<file path="config.mk">
export PLATFORM = sky130hd
export DESIGN_NAME = fbo_core
export DESIGN_NICKNAME = d
export VERILOG_FILES = /design/src/core/fbo_pkg.sv /design/src/core/fbo_core.sv
export VERILOG_INCLUDE_DIRS = /design/src /design/src/core
export SDC_FILE = /design/constraint.sdc
export NUM_CORES = 1
export LEC_CHECK = 0
export BUFFER_PORTS_ARGS = -buffer_cell sky130_fd_sc_hd__buf_2
export CORE_UTILIZATION = 51
export CTS_BUF_LIST = sky130_fd_sc_hd__clkbuf_8 sky130_fd_sc_hd__clkbuf_16
export DETAILED_ROUTE_END_ITERATION = 6
export PLACE_DENSITY = 0.76
export SLEW_MARGIN = 0
export SYNTH_ARGS = -nofsm -noshare
export SYNTH_HDL_FRONTEND = slang
export SYNTH_SLANG_ARGS = --single-unit
export TNS_END_PERCENT = 10
</file>
<file path="constraint.sdc">
create_clock -name hclk -period 2.8 [get_ports hclk]
set_clock_uncertainty 0.1 [all_clocks]
set_input_delay 0.56 -clock hclk [delete_from_list [all_inputs] [get_ports hclk]]
set_output_delay 0.56 -clock hclk [all_outputs]
set_load 0.02 [all_outputs]
</file>
<file path="src/core/fbo_defs.svh">
// Constants for the frame buffer overflow supervisor: register offsets,
// reset values, field positions and full-scale limits.
// Assumes inclusion by the core module only.
`ifndef FBO_DEFS_SVH
`define FBO_DEFS_SVH

// ----------------------------------------------------------------------
// Register byte offsets
// ----------------------------------------------------------------------
`define FBO_OFS_SYNC_THR 12'h000
`define FBO_OFS_STOP_THR 12'h004
`define FBO_OFS_RESUME_THR 12'h008
`define FBO_OFS_FILTER 12'h00C
`define FBO_OFS_FILL 12'h010
`define FBO_OFS_STATUS 12'h014

// ----------------------------------------------------------------------
// Thresholds in half-percent steps (0..200 stands for 0.0..100.0 %), fill limit in whole percent, filter reset
// ----------------------------------------------------------------------
`define FBO_THR_MAX 8'hC8
`define FBO_SYNC_THR_RST 8'hA0
`define FBO_STOP_THR_RST 8'hC7
`define FBO_RESUME_THR_RST 8'h64
`define FBO_FILL_MAX 7'h64
`define FBO_FILTER_RST 3'h2

// ----------------------------------------------------------------------
// Status register bits
// ----------------------------------------------------------------------
`define FBO_ST_STICKY 0
`define FBO_ST_IMM 1
`define FBO_ST_SYNC 2

// ----------------------------------------------------------------------
// Event word layout
// ----------------------------------------------------------------------
`define FBO_EV_TRUNC_BIT 32
`define FBO_EV_DROP_BIT 33
`define FBO_EV_GOOD_BIT 34

`endif

</file>
<file path="src/core/fbo_pkg.sv">
// Types shared by the overflow supervisor and its bench.
// Assumes fbo_defs.svh holds the numeric constants.
package fbo_pkg;

    // ------------------------------------------------------------------
    // Event filter settings, in register encoding order
    // ------------------------------------------------------------------
    typedef enum logic [2:0] {
        FBO_EV_TRUNCATED,
        FBO_EV_DROPPED,
        FBO_EV_TRUNCATED_OR_DROPPED,
        FBO_EV_GOOD,
        FBO_EV_TRUNCATED_OR_GOOD,
        FBO_EV_DROPPED_OR_GOOD,
        FBO_EV_ALL
    } fbo_filter_t;

    // ------------------------------------------------------------------
    // Camera beat in, buffer write beat out, event word out
    // ------------------------------------------------------------------
    typedef struct packed {
        logic valid;
        logic sof;
        logic eof;
        logic [15:0] frame_no;
        logic [31:0] data;
    } fbo_cam_beat_t;

    typedef struct packed {
        logic valid;
        logic sof;
        logic eof;
        logic empty;     // Closing beat of a truncated frame, no data
        logic truncated;
        logic [31:0] data;
    } fbo_buf_beat_t;

    typedef struct packed {
        logic [15:0] ts_hi;
        logic [12:0] mask_rsvd;
        logic good;
        logic dropped;
        logic truncated;
        logic [15:0] ts_lo;
        logic [15:0] frame_no;
    } fbo_event_t;

endpackage

</file>
<file path="src/core/fbo_core.sv">
// Frame buffer overflow supervisor: gates the camera stream into the
// frame buffer by fill level and reports each frame's fate as an event.
// Assumes camera stream, fill level and buffer write port share hclk;
// the buffer write port always accepts; one AHB-Lite slave select.
//
// Decided for this implementation: the placing of the registers and the AHB-Lite register port.
`timescale 1ns/1ps
`include "fbo_defs.svh"

// How it works
// Sync overflow entered above threshold only at a frame boundary.
// While sync overflow holds, newly starting frames are dropped whole.
// Sync overflow leaves once fill falls below the same threshold.
// Sync threshold read/write, half-percent steps 0..200, reset 80.0 %.
// Truncated filter: one event per truncated frame.
// Dropped filter: one event per dropped frame.
// Default filter: event per truncated or dropped frame.
// Good filter: event per correctly transferred frame.
// Truncated-or-good filter: event for truncated or complete frames.
// Dropped-or-good filter: event for dropped or complete frames.
// All filter: event for every frame with its status.
// 64-bit event word, frame number in bits 15..0.
// Overflow mask occupies bits 47..32 of the event word.
// Frame number is the camera's 16-bit number, wrapping naturally.
// Truncated frame is still written, shortened, closed by an empty beat.
// Dropped frame writes nothing to the buffer.
// Truncated and dropped never set in the same event.
// Event exposes frame number and truncated, dropped, complete flags.
// Fill level readable as integer percent 0..100.
// Above immediate stop threshold the current frame stops at once.
// Immediate state ends below resume threshold; frames meanwhile dropped.
// Sticky overflow flag reads 1 after overflow, clears on read.
// Mask bit 32 truncated, 33 dropped, 34 complete, rest zero.
// Timestamp in bits 31..16 and 63..48; events queued in order, lossless.
module fbo_core #(
    parameter int EQ_DEPTH = 4
) (
    // Clock and reset
    input wire logic hclk,
    input wire logic hresetn,
    // AHB-Lite slave
    input wire logic hsel,
    input wire logic [11:0] haddr,
    input wire logic [1:0] htrans,
    input wire logic hwrite,
    input wire logic [2:0] hsize,
    input wire logic [31:0] hwdata,
    input wire logic hready,
    output logic hreadyout,
    output logic hresp,
    output logic [31:0] hrdata,
    // Camera stream and buffer fill level
    input wire fbo_pkg::fbo_cam_beat_t cam_in,
    output logic cam_ready,
    input wire logic [6:0] fill_level,
    // Buffer write port
    output fbo_pkg::fbo_buf_beat_t buf_out,
    // Event channel
    output logic ev_valid,
    output logic [63:0] ev_word,
    input wire logic ev_ready
);
    import fbo_pkg::*;

    localparam int CW = $clog2(EQ_DEPTH + 1);
    localparam int PW = (EQ_DEPTH > 1) ? $clog2(EQ_DEPTH) : 1;

    // Queue must hold at least one event beyond the ready margin
    if (EQ_DEPTH < 2 || (EQ_DEPTH & (EQ_DEPTH - 1)) != 0) begin : g_depth_check
        $error("EQ_DEPTH must be a power of two, at least 2");
    end

    // ------------------------------------------------------------------
    // Registers
    // ------------------------------------------------------------------
    logic [7:0] sync_drop_threshold_r;
    logic [7:0] immediate_stop_threshold_r;
    logic [7:0] resume_threshold_r;
    fbo_filter_t frame_event_filter_r;
    logic [6:0] fill_r;
    logic sticky_r;
    logic imm_ovf_r;
    logic sync_ovf_r;
    logic in_frame_r;
    logic drop_r;
    logic trunc_r;
    logic [31:0] ts_r;
    logic wr_pend_r;
    logic [11:0] wr_addr_r;
    fbo_buf_beat_t buf_r;
    logic cam_ready_r;
    logic ev_valid_r;
    logic [63:0] ev_word_r;
    logic [63:0] eq_mem [EQ_DEPTH];
    logic [PW-1:0] eq_wp_r;
    logic [PW-1:0] eq_rp_r;
    logic [CW-1:0] eq_cnt_r;
    logic [31:0] hrdata_r;

    // ------------------------------------------------------------------
    // Bus decode
    // ------------------------------------------------------------------
    // Zero wait states: every address phase is taken as soon as it is seen
    wire ahb_go = hsel && hready && htrans[1];
    wire ahb_rd = ahb_go && !hwrite;
    wire ahb_wr = ahb_go && hwrite;
    wire rd_status = ahb_rd && (haddr == `FBO_OFS_STATUS);
    wire wr_sync = wr_pend_r && (wr_addr_r == `FBO_OFS_SYNC_THR);
    wire wr_stop = wr_pend_r && (wr_addr_r == `FBO_OFS_STOP_THR);
    wire wr_resume = wr_pend_r && (wr_addr_r == `FBO_OFS_RESUME_THR);
    wire wr_filter = wr_pend_r && (wr_addr_r == `FBO_OFS_FILTER);
    // Out-of-range threshold writes clamp to 100.0 % rather than wrap
    wire [7:0] thr_wdata = (hwdata[31:8] != 24'h000000 || hwdata[7:0] > `FBO_THR_MAX) ?
                           `FBO_THR_MAX : hwdata[7:0];
    // Unused encoding 7 is ignored so the filter always stays legal
    wire filter_ok = hwdata[31:3] == 29'h00000000 && hwdata[2:0] != 3'h7;

    // Read mux; unmapped offsets read zero
    wire [31:0] rd_mux =
        (haddr == `FBO_OFS_SYNC_THR) ? {24'h000000, sync_drop_threshold_r} :
        (haddr == `FBO_OFS_STOP_THR) ? {24'h000000, immediate_stop_threshold_r} :
        (haddr == `FBO_OFS_RESUME_THR) ? {24'h000000, resume_threshold_r} :
        (haddr == `FBO_OFS_FILTER) ? {29'h00000000, frame_event_filter_r} :
        (haddr == `FBO_OFS_FILL) ? {25'h0000000, fill_r} :
        (haddr == `FBO_OFS_STATUS) ? {29'h00000000, sync_ovf_r, imm_ovf_r, sticky_r} :
        32'h00000000;

    // ------------------------------------------------------------------
    // Overflow states
    // ------------------------------------------------------------------
    // Fill level doubled to compare against half-percent thresholds
    wire [7:0] fill2 = {fill_r, 1'b0};
    wire acc = cam_in.valid && cam_ready_r;
    wire frame_end = acc && cam_in.eof;
    wire in_frame_nxt = acc ? (!cam_in.eof && (cam_in.sof || in_frame_r)) : in_frame_r;
    wire imm_ovf_nxt = (fill2 > immediate_stop_threshold_r) ? 1'b1 :
                       (fill2 < resume_threshold_r) ? 1'b0 : imm_ovf_r;
    // Entry waits until the arriving frame is fully stored
    wire sync_ovf_nxt = (fill2 < sync_drop_threshold_r) ? 1'b0 :
                        (fill2 > sync_drop_threshold_r && !in_frame_nxt) ? 1'b1 :
                        sync_ovf_r;

    // ------------------------------------------------------------------
    // Frame fate
    // ------------------------------------------------------------------
    // A frame starting during either overflow state is dropped whole
    wire cur_drop = cam_in.sof ? (sync_ovf_r || imm_ovf_r) : drop_r;
    // Immediate overflow cuts a running frame; drop takes priority
    wire cur_trunc = !cur_drop && ((!cam_in.sof && trunc_r) || imm_ovf_r);
    wire cur_good = !cur_drop && !cur_trunc;
    wire fwd = acc && cur_good;
    wire close_trunc = frame_end && cur_trunc;

    fbo_buf_beat_t buf_nxt;
    assign buf_nxt.valid = fwd || close_trunc;
    assign buf_nxt.sof = cam_in.sof && fwd;
    assign buf_nxt.eof = cam_in.eof;
    assign buf_nxt.empty = close_trunc;
    assign buf_nxt.truncated = close_trunc;
    assign buf_nxt.data = fwd ? cam_in.data : 32'h00000000;

    // ------------------------------------------------------------------
    // Event filter and word
    // ------------------------------------------------------------------
    logic ev_match;
    always_comb begin
        case (frame_event_filter_r)
            FBO_EV_TRUNCATED: ev_match = cur_trunc;
            FBO_EV_DROPPED: ev_match = cur_drop;
            FBO_EV_TRUNCATED_OR_DROPPED: ev_match = cur_trunc || cur_drop;
            FBO_EV_GOOD: ev_match = cur_good;
            FBO_EV_TRUNCATED_OR_GOOD: ev_match = cur_trunc || cur_good;
            FBO_EV_DROPPED_OR_GOOD: ev_match = cur_drop || cur_good;
            FBO_EV_ALL: ev_match = 1'b1;
            default: ev_match = 1'b0;
        endcase
    end

    fbo_event_t ev_new;
    assign ev_new.frame_no = cam_in.frame_no;
    assign ev_new.ts_lo = ts_r[15:0];
    assign ev_new.truncated = cur_trunc;
    assign ev_new.dropped = cur_drop;
    assign ev_new.good = cur_good;
    assign ev_new.mask_rsvd = 13'h0000;
    assign ev_new.ts_hi = ts_r[31:16];

    // ------------------------------------------------------------------
    // Event queue
    // ------------------------------------------------------------------
    wire eq_push = frame_end && ev_match;
    wire eq_pop = (eq_cnt_r != '0) && (!ev_valid_r || ev_ready);
    wire [CW-1:0] eq_cnt_nxt = CW'(eq_cnt_r + CW'(eq_push) - CW'(eq_pop));
    // Ready is registered, so keep one free slot for the beat in flight
    wire cam_ready_nxt = eq_cnt_nxt <= CW'(EQ_DEPTH - 2);

    // Queue storage, written in frame order
    always_ff @(posedge hclk) begin
        if (eq_push) begin
            eq_mem[eq_wp_r] <= ev_new;
        end
    end

    // Queue pointers and output register
    always_ff @(posedge hclk or negedge hresetn) begin
        if (!hresetn) begin
            eq_wp_r <= '0;
            eq_rp_r <= '0;
            eq_cnt_r <= '0;
            ev_valid_r <= 1'b0;
            ev_word_r <= 64'h0000000000000000;
            cam_ready_r <= 1'b0;
        end else begin
            eq_wp_r <= eq_push ? PW'(eq_wp_r + 1'b1) : eq_wp_r;
            eq_rp_r <= eq_pop ? PW'(eq_rp_r + 1'b1) : eq_rp_r;
            eq_cnt_r <= eq_cnt_nxt;
            if (eq_pop) begin
                ev_valid_r <= 1'b1;
                ev_word_r <= eq_mem[eq_rp_r];
            end else if (ev_ready) begin
                ev_valid_r <= 1'b0;
            end
            cam_ready_r <= cam_ready_nxt;
        end
    end

    // ------------------------------------------------------------------
    // Frame tracking, overflow states, timestamp
    // ------------------------------------------------------------------
    always_ff @(posedge hclk or negedge hresetn) begin
        if (!hresetn) begin
            in_frame_r <= 1'b0;
            drop_r <= 1'b0;
            trunc_r <= 1'b0;
            imm_ovf_r <= 1'b0;
            sync_ovf_r <= 1'b0;
            fill_r <= 7'h00;
            ts_r <= 32'h00000000;
            buf_r <= '0;
        end else begin
            in_frame_r <= in_frame_nxt;
            if (acc) begin
                drop_r <= cur_drop;
                trunc_r <= cur_trunc;
            end
            imm_ovf_r <= imm_ovf_nxt;
            sync_ovf_r <= sync_ovf_nxt;
            // Readings above full are held at 100 %
            fill_r <= (fill_level > `FBO_FILL_MAX) ? `FBO_FILL_MAX : fill_level;
            ts_r <= ts_r + 32'h00000001;
            buf_r <= buf_nxt;
        end
    end

    // ------------------------------------------------------------------
    // Register file and bus answer
    // ------------------------------------------------------------------
    // Sticky flag: a new overflow in the read cycle survives the clear
    wire sticky_set = frame_end && !cur_good;
    always_ff @(posedge hclk or negedge hresetn) begin
        if (!hresetn) begin
            sync_drop_threshold_r <= `FBO_SYNC_THR_RST;
            immediate_stop_threshold_r <= `FBO_STOP_THR_RST;
            resume_threshold_r <= `FBO_RESUME_THR_RST;
            frame_event_filter_r <= fbo_filter_t'(`FBO_FILTER_RST);
            sticky_r <= 1'b0;
            wr_pend_r <= 1'b0;
            wr_addr_r <= 12'h000;
            hrdata_r <= 32'h00000000;
        end else begin
            wr_pend_r <= ahb_wr;
            wr_addr_r <= ahb_wr ? haddr : wr_addr_r;
            hrdata_r <= ahb_rd ? rd_mux : 32'h00000000;
            if (wr_sync) begin
                sync_drop_threshold_r <= thr_wdata;
            end
            if (wr_stop) begin
                immediate_stop_threshold_r <= thr_wdata;
            end
            if (wr_resume) begin
                resume_threshold_r <= thr_wdata;
            end
            if (wr_filter && filter_ok) begin
                frame_event_filter_r <= fbo_filter_t'(hwdata[2:0]);
            end
            sticky_r <= sticky_set || (sticky_r && !rd_status);
        end
    end

    // Outputs straight from flip-flops, except hreadyout and hresp, which are constants
    assign hreadyout = 1'b1;
    assign hresp = 1'b0;
    assign hrdata = hrdata_r;
    assign cam_ready = cam_ready_r;
    assign buf_out = buf_r;
    assign ev_valid = ev_valid_r;
    assign ev_word = ev_word_r;

endmodule // fbo_core

</file>
[Word level (Yosys, flattened, before mapping)]
Memories as Yosys holds them, arrays and structs flattened. A register that Yosys moved wholly into a read port is not among the register bits.
Index checks and enable logic that the tools add are counted.
W data, S select, Z words.
Operators by class
  add/sub/neg operators: 5
  order comparisons: 7
  eq/ne operators: 15
  multiplexer cells: 21
  reductions and logical operators: 54
Operator list (count)
  $eq A12 B4 Y1 const B: 4
  $mux W8: 5
  $add A32 B1 Y32 const B: 1
  $mux W32: 1
  $logic_not A29 Y1: 1
  $logic_and A1 B1 Y1: 25
  $eq A12 B3 Y1 const B: 2
  $eq A12 B5 Y1 const B: 2
  $logic_not A12 Y1: 2
  $reduce_bool A24 Y1: 1
  $mux W7: 3
  $gt A8 B8 Y1: 2
  $lt A8 B8 Y1: 2
  $logic_not A1 Y1: 10
  $logic_or A1 B1 Y1: 10
  $mux W1: 10
  $eq A3 B3 Y1 const B: 3
  $gt A8 B8 Y1 const B: 1
  $gt A7 B7 Y1 const B: 1
  $pmux W1 S7: 1
  $eq A3 B2 Y1 const B: 2
  $reduce_bool A2 Y1: 3
  $add A2 B1 Y2 const B: 2
  $add A3 B1 Y3: 1
  7 further kinds: 7
Word-level totals
  flip-flop bits (word level): 202
  RAM bits: 204
  input bits: 113
  output and inout bits: 137
  memories kept: 1
Memories
  eq_mem: words 4, width 51, read ports 1, clocked after memory_dff 1, write ports 1, line fbo_core.sv:94  | logic [63:0] eq_mem [EQ_DEPTH];

[Longest topological paths before layout]
  depth after elaboration: 12
  mapped depth: 14
  gate-level depth less buffers: 13

[Least setup slack after synthesis]
Ideal clock, no wire load.
  path type: input to register
  from: in cam_in[49] (netlist bit)
  to: mem eq_mem[0][0] (netlist bit) (enable)
  library setup time: 0.414 ns
  arrival: 2.474 ns
  required time: 2.286 ns
  setup slack: -0.188 ns
  stages on the path: 5
  buffers on the path: 0
  cells stage by stage: inv_1 > a221oi_1 > o21bai_1 > o211a_1 > and2_1
Between the ends
  word-level cells in the longest chain between the ends: 11
  elaborated cells on any way between the ends: 15
  classes of those cells: mux (4); reduce/logical (11)
Ends and longest elaborated chain
  from (decl): line fbo_core.sv:53  | input wire fbo_pkg::fbo_cam_beat_t cam_in,
  $logic_not A1 Y1: line fbo_core.sv:149  | wire cur_trunc = !cur_drop && ((!cam_in.sof && trunc_r) || imm_ovf_r);
  $logic_and A1 B1 Y1: line fbo_core.sv:149
  $logic_or A1 B1 Y1: line fbo_core.sv:149
  $logic_and A1 B1 Y1: line fbo_core.sv:149
  $logic_not A1 Y1: line fbo_core.sv:150  | wire cur_good = !cur_drop && !cur_trunc;
  $logic_and A1 B1 Y1: line fbo_core.sv:150
  $logic_or A1 B1 Y1, on equally long branches: line fbo_core.sv:173, fbo_core.sv:172
  $pmux W1 S7 (*): line fbo_core.sv:167  | case (frame_event_filter_r)
  $logic_and A1 B1 Y1 (*): line fbo_core.sv:191  | wire eq_push = frame_end && ev_match;
  $mux W1 (*): line fbo_core.sv:199  | if (eq_push) begin
  $mux W1 (implied by the code) (*): line fbo_core.sv:200  | eq_mem[eq_wp_r] <= ev_new;
  to (decl): line fbo_core.sv:94
Mark *: on every way between the ends. The rest lies on a longest branch, timed or not.

[Worst setup path in the final report]
  from: reg frame_event_filter_r[1]
  to: reg cam_ready_r, in the netlist cam_ready
Between the ends
  word-level cells in the longest chain between the ends: 6
  elaborated cells on any way between the ends: 12
  classes of those cells: add/sub (2); order compare (1); eq/ne (6); mux (1); reduce/logical (2)
Ends and longest elaborated chain
  from (decl): line fbo_core.sv:79  | fbo_filter_t frame_event_filter_r;
  from (signal assigned): line fbo_core.sv:265  | frame_event_filter_r <= fbo_filter_t'(`FBO_FILTER_RST);
  from (signal assigned): line fbo_core.sv:284  | frame_event_filter_r <= fbo_filter_t'(hwdata[2:0]);
  $eq A3 B3 Y1, or another cell as far along: line fbo_core.sv:167
  $pmux W1 S7 (*): line fbo_core.sv:167
  $logic_and A1 B1 Y1 (*): line fbo_core.sv:191
  $add A3 B1 Y3 (*): line fbo_core.sv:193  | wire [CW-1:0] eq_cnt_nxt = CW'(eq_cnt_r + CW'(eq_push) - CW'(eq_pop));
  $sub A3 B1 Y3 (*): line fbo_core.sv:193
  net eq_cnt_nxt[2]: line fbo_core.sv:193
  $le A3 B2 Y1 (*): line fbo_core.sv:195  | wire cam_ready_nxt = eq_cnt_nxt <= CW'(EQ_DEPTH - 2);
  net cam_ready_nxt: line fbo_core.sv:195
  to (signal assigned): line fbo_core.sv:223  | cam_ready_r <= cam_ready_nxt;
  to (decl): line fbo_core.sv:91  | logic cam_ready_r;
The timed path passes the listed nets; every way through them passes the cells marked *.
A chain may end at the register's enable or synchronous reset.

==> impl_results.md <==
* Global-route wire length before repair at 49,600 um
* Post-synth top flop: edfxtp_1
* Die Wd at between 150 and 200 um
* Leak at ~8 nW
* Final #Nets at approximately 1.4k
* Vias post-DR at ~9k
* Min Tclk post-route at 2.70 ns
* Critical path peak fanout at 2
* Dpl ws at -0.0806 ns
* Crit Path Class: reg -> reg
* Initial antenna violation count at 2
* Vias per std cell at 5.40
* Fin crit share at 0.963
* CTS Sinks at 393
* CP Capture Type: flip-flop
* Port Buffers at 206
* Slew HR at 0.448
* Fraction of registers with async set/reset at 0.481
* H-tree depth at 2
* Die Y at 179 um
* Synth top area share at 0.385
* Setup ws final at 0.102 ns
* Tightest Hold Check Type: in -> reg
* Outcome: finished, final reports clean
* Ratio of cells with drive above 1 in the final layout at 0.353
* Avg Inst Size Synth at ~16 um^2
* CTS max path bufs at 3
* Critical Path RT at 3.11 ns
* Pin count of the biggest net entering global routing at 68
* Reg2Reg Depth at 13
* Slew @ Worst Pin at 0.829 ns
* 1st-iter DRT viols at about 650
* Synth warn at 0
* Power Density at 848 nW/um^2
* CTS Buf Count at 40
* Synth area leaders: edfxtp_1 (39%), dfrtp_1 (28%), mux4_2 (7.5%)
* Synth unique cells at 66
* WHS Path Cells at 1
* Die ar. at ~32,000 um^2
* Register bit count reported by yosys at 393
* TritonRoute pass-1 iters at 5
* Total gr overflow at 0
* WL final at between 30,000 and 40,000 um
* Initial Utilization at 0.520
* P&R area growth vs syn at 18.3%
* Max IR drop VDD at roughly 0.48 mV
* Number of synthesized flops with an enable pin at 204
* Post-Synthesis Cells at 998
* RSZ-0062 raised after global routing: true
* DRC at 0
* DRT antenna net count at 0
* Final Hold Fails at 0
* Routability cong. at 0.855
* Post-route cell area at 18,800 um^2
* Core box area at 30,600 um^2
* Power Total at roughly 16 mW
* Root buf cell: clkbuf_16
* Detailed Place HPWL at 20,300 um
* Fmax at around 0.37 GHz
* Mapped Area at ~16,000 um^2
* Max Cap Violations at 0
* Arr. time, crit path at 3.01 ns
* GRT Total Usage at 0.206
* WL/cell at ~19 um
* FP Rows at 64
* Vias in the first global route at between 9k and 10k
* Reg clk slew, reported paths at 0.06 ns
* CTS tree: done
* # setup viols final at 0
* Dominant cell type by area after synthesis: edfxtp_1
* Slew Viols, Final at 0
* Seq/Total Area, Yosys at 0.684
* Clk Latency, worst-skew pair at 0.54 ns
* Placed cell area at 17,400 um^2
* Critical Path Source Type: flip-flop
* Boundary pin count at 250
kinds of logic after synthesis:
| family | synth area share |
|---|---|
| AOI/OAI and AO/OA | 0.0402 |
| adders and majority gates | 0.0233 |
| and+or+nand+nor | 0.0778 |
| DFF | 0.684 |
| buffers and inverters | 0.0383 |
| other | 0.000473 |
| muxes | 0.117 |
| xor gates and xnor gates | 0.0193 |
cells in the mapped netlist (14+ instances only):
master    number
edfxtp_1     204
dfrtp_1      178
nand2_1       64
mux2_2        55
mux4_2        53
buf_4         40
inv_1         40
and2_1        39
ha_1          28
xnor2_1       28
nor2_1        24
clkbuf_1      22
nand3_1       22
o21ai_0       16
a32o_1        15
a21oi_1       14
report_power, final:
group          total (mW)  internal, mW  leakage, nW  switching (mW)
logic                3.62          1.72         2.94            1.90
registers            7.18          6.73         4.27           0.453
clock network        5.14          2.95        0.671            2.20
metal layers:
| layer | track usage | wire length, um | part of all wire | vias to the layer above |
|---|---|---|---|---|
| met5 | 0 | 13 | 0.00041 | - |
| met4 | 0.0639 | 724 | 0.023 | 2 |
| met3 | 0.0394 | 1940 | 0.061 | 55 |
| met2 | 0.358 | 16200 | 0.51 | 317 |
| met1 | 0.260 | 12800 | 0.40 | 4506 |
| li1 | - | - | - | 4131 |
metrics by stage:
| stage | hold slack, ns | instances | setup TNS [ns] | util |
|---|---|---|---|---|
| 3_5_place_dp | 0.386 | 1591 | -0.0806 | 0.570 |
| 2_1_floorplan | 0.164 | 1035 | -28.81 | - |
| 6_report | 0.0551 | 1670 | 0 | 0.615 |
| 3_3_place_gp | 0.382 | 1591 | 0 | 0.570 |
| 4_1_cts | 0.0309 | 1667 | 0 | 0.613 |
| 5_1_grt | 0.0358 | 1670 | -0.0765 | 0.615 |
placed cells by master (no fill, tap or decap), types with 9 or more instances in the layout:
cell type,n
buf_2,205
edfxtp_1,204
dfrtp_1,176
nand2_1,63
mux2_2,55
mux4_2,53
inv_1,47
clkbuf_16,41
conb_1,39
and2_1,35
xnor2_1,27
ha_1,27
nor2_1,24
buf_4,24
nand3_1,22
o21ai_0,16
a32o_1,15
a21oi_1,13
nor4_1,11
dfstp_2,11
nor3_1,10
nand4_1,9
layout make-up:
class                   instances  area [um^2]
clock buffers                  47         1110
diodes                          1         2.50
inverters                      40          150
multi-input cells             527         4590
clock inverters                27          185
repair buffers                239         1390
well taps                     396          495
flip-flops and latches        393        10900
fillers                      2268        11800
path summary, 6_finish.rpt:
check,end,slack (ns),from
hold reg to reg,immediate_stop_threshold_r[7]$_DFFE_PN1P_,0.39,immediate_stop_threshold_r[7]$_DFFE_PN1P_
setup / recovery,cam_ready$_DFF_PN0_,0.10,frame_event_filter_r[1]$_DFFE_PN1P_
min in group asynchronous,ev_word[9]$_DFFE_PN0P_,0.48,hresetn
hold / removal,fill_r[6]$_DFF_PN0_,0.06,fill_level[6]
setup reg to reg,cam_ready$_DFF_PN0_,0.10,frame_event_filter_r[1]$_DFFE_PN1P_
max in group asynchronous,immediate_stop_threshold_r[6]$_DFFE_PN1P_,1.30,hresetn
flip-flops by register name, summed over array words and instances, names as in the netlist, 2 cells and up:
name                        count
eq_mem                        204
ev_word                        51
buf_out                        36
ts_r                           32
wr_addr_r                      12
hrdata                          8
immediate_stop_threshold_r      8
resume_threshold_r              8
sync_drop_threshold_r           8
fill_r                          7
eq_cnt_r                        3
frame_event_filter_r            3
eq_rp_r                         2
eq_wp_r                         2
worst max-delay path, cell delays in order (launching register included):
cell	delay, ns
dfstp_2	0.54
nand2_2	0.06
a221oi_2	0.21
o21bai_1	0.14
o211a_1	0.18
inv_1	0.05
ha_1	0.28
inv_1	0.07
ha_2	0.17
inv_2	0.04
fa_2	0.34
xnor2_2	0.14
xnor2_1	0.19
a21oi_1	0.07
what timing repair did:
item,in CTS,in global routing
setup endpoints to repair,1,2
gates resized for setup,1,6
endpoints found under the hold margin,59,0
hold buffers,1,0
buffers inserted,1,2
pin swaps,1,3
(Power assumes the default switching activity.)
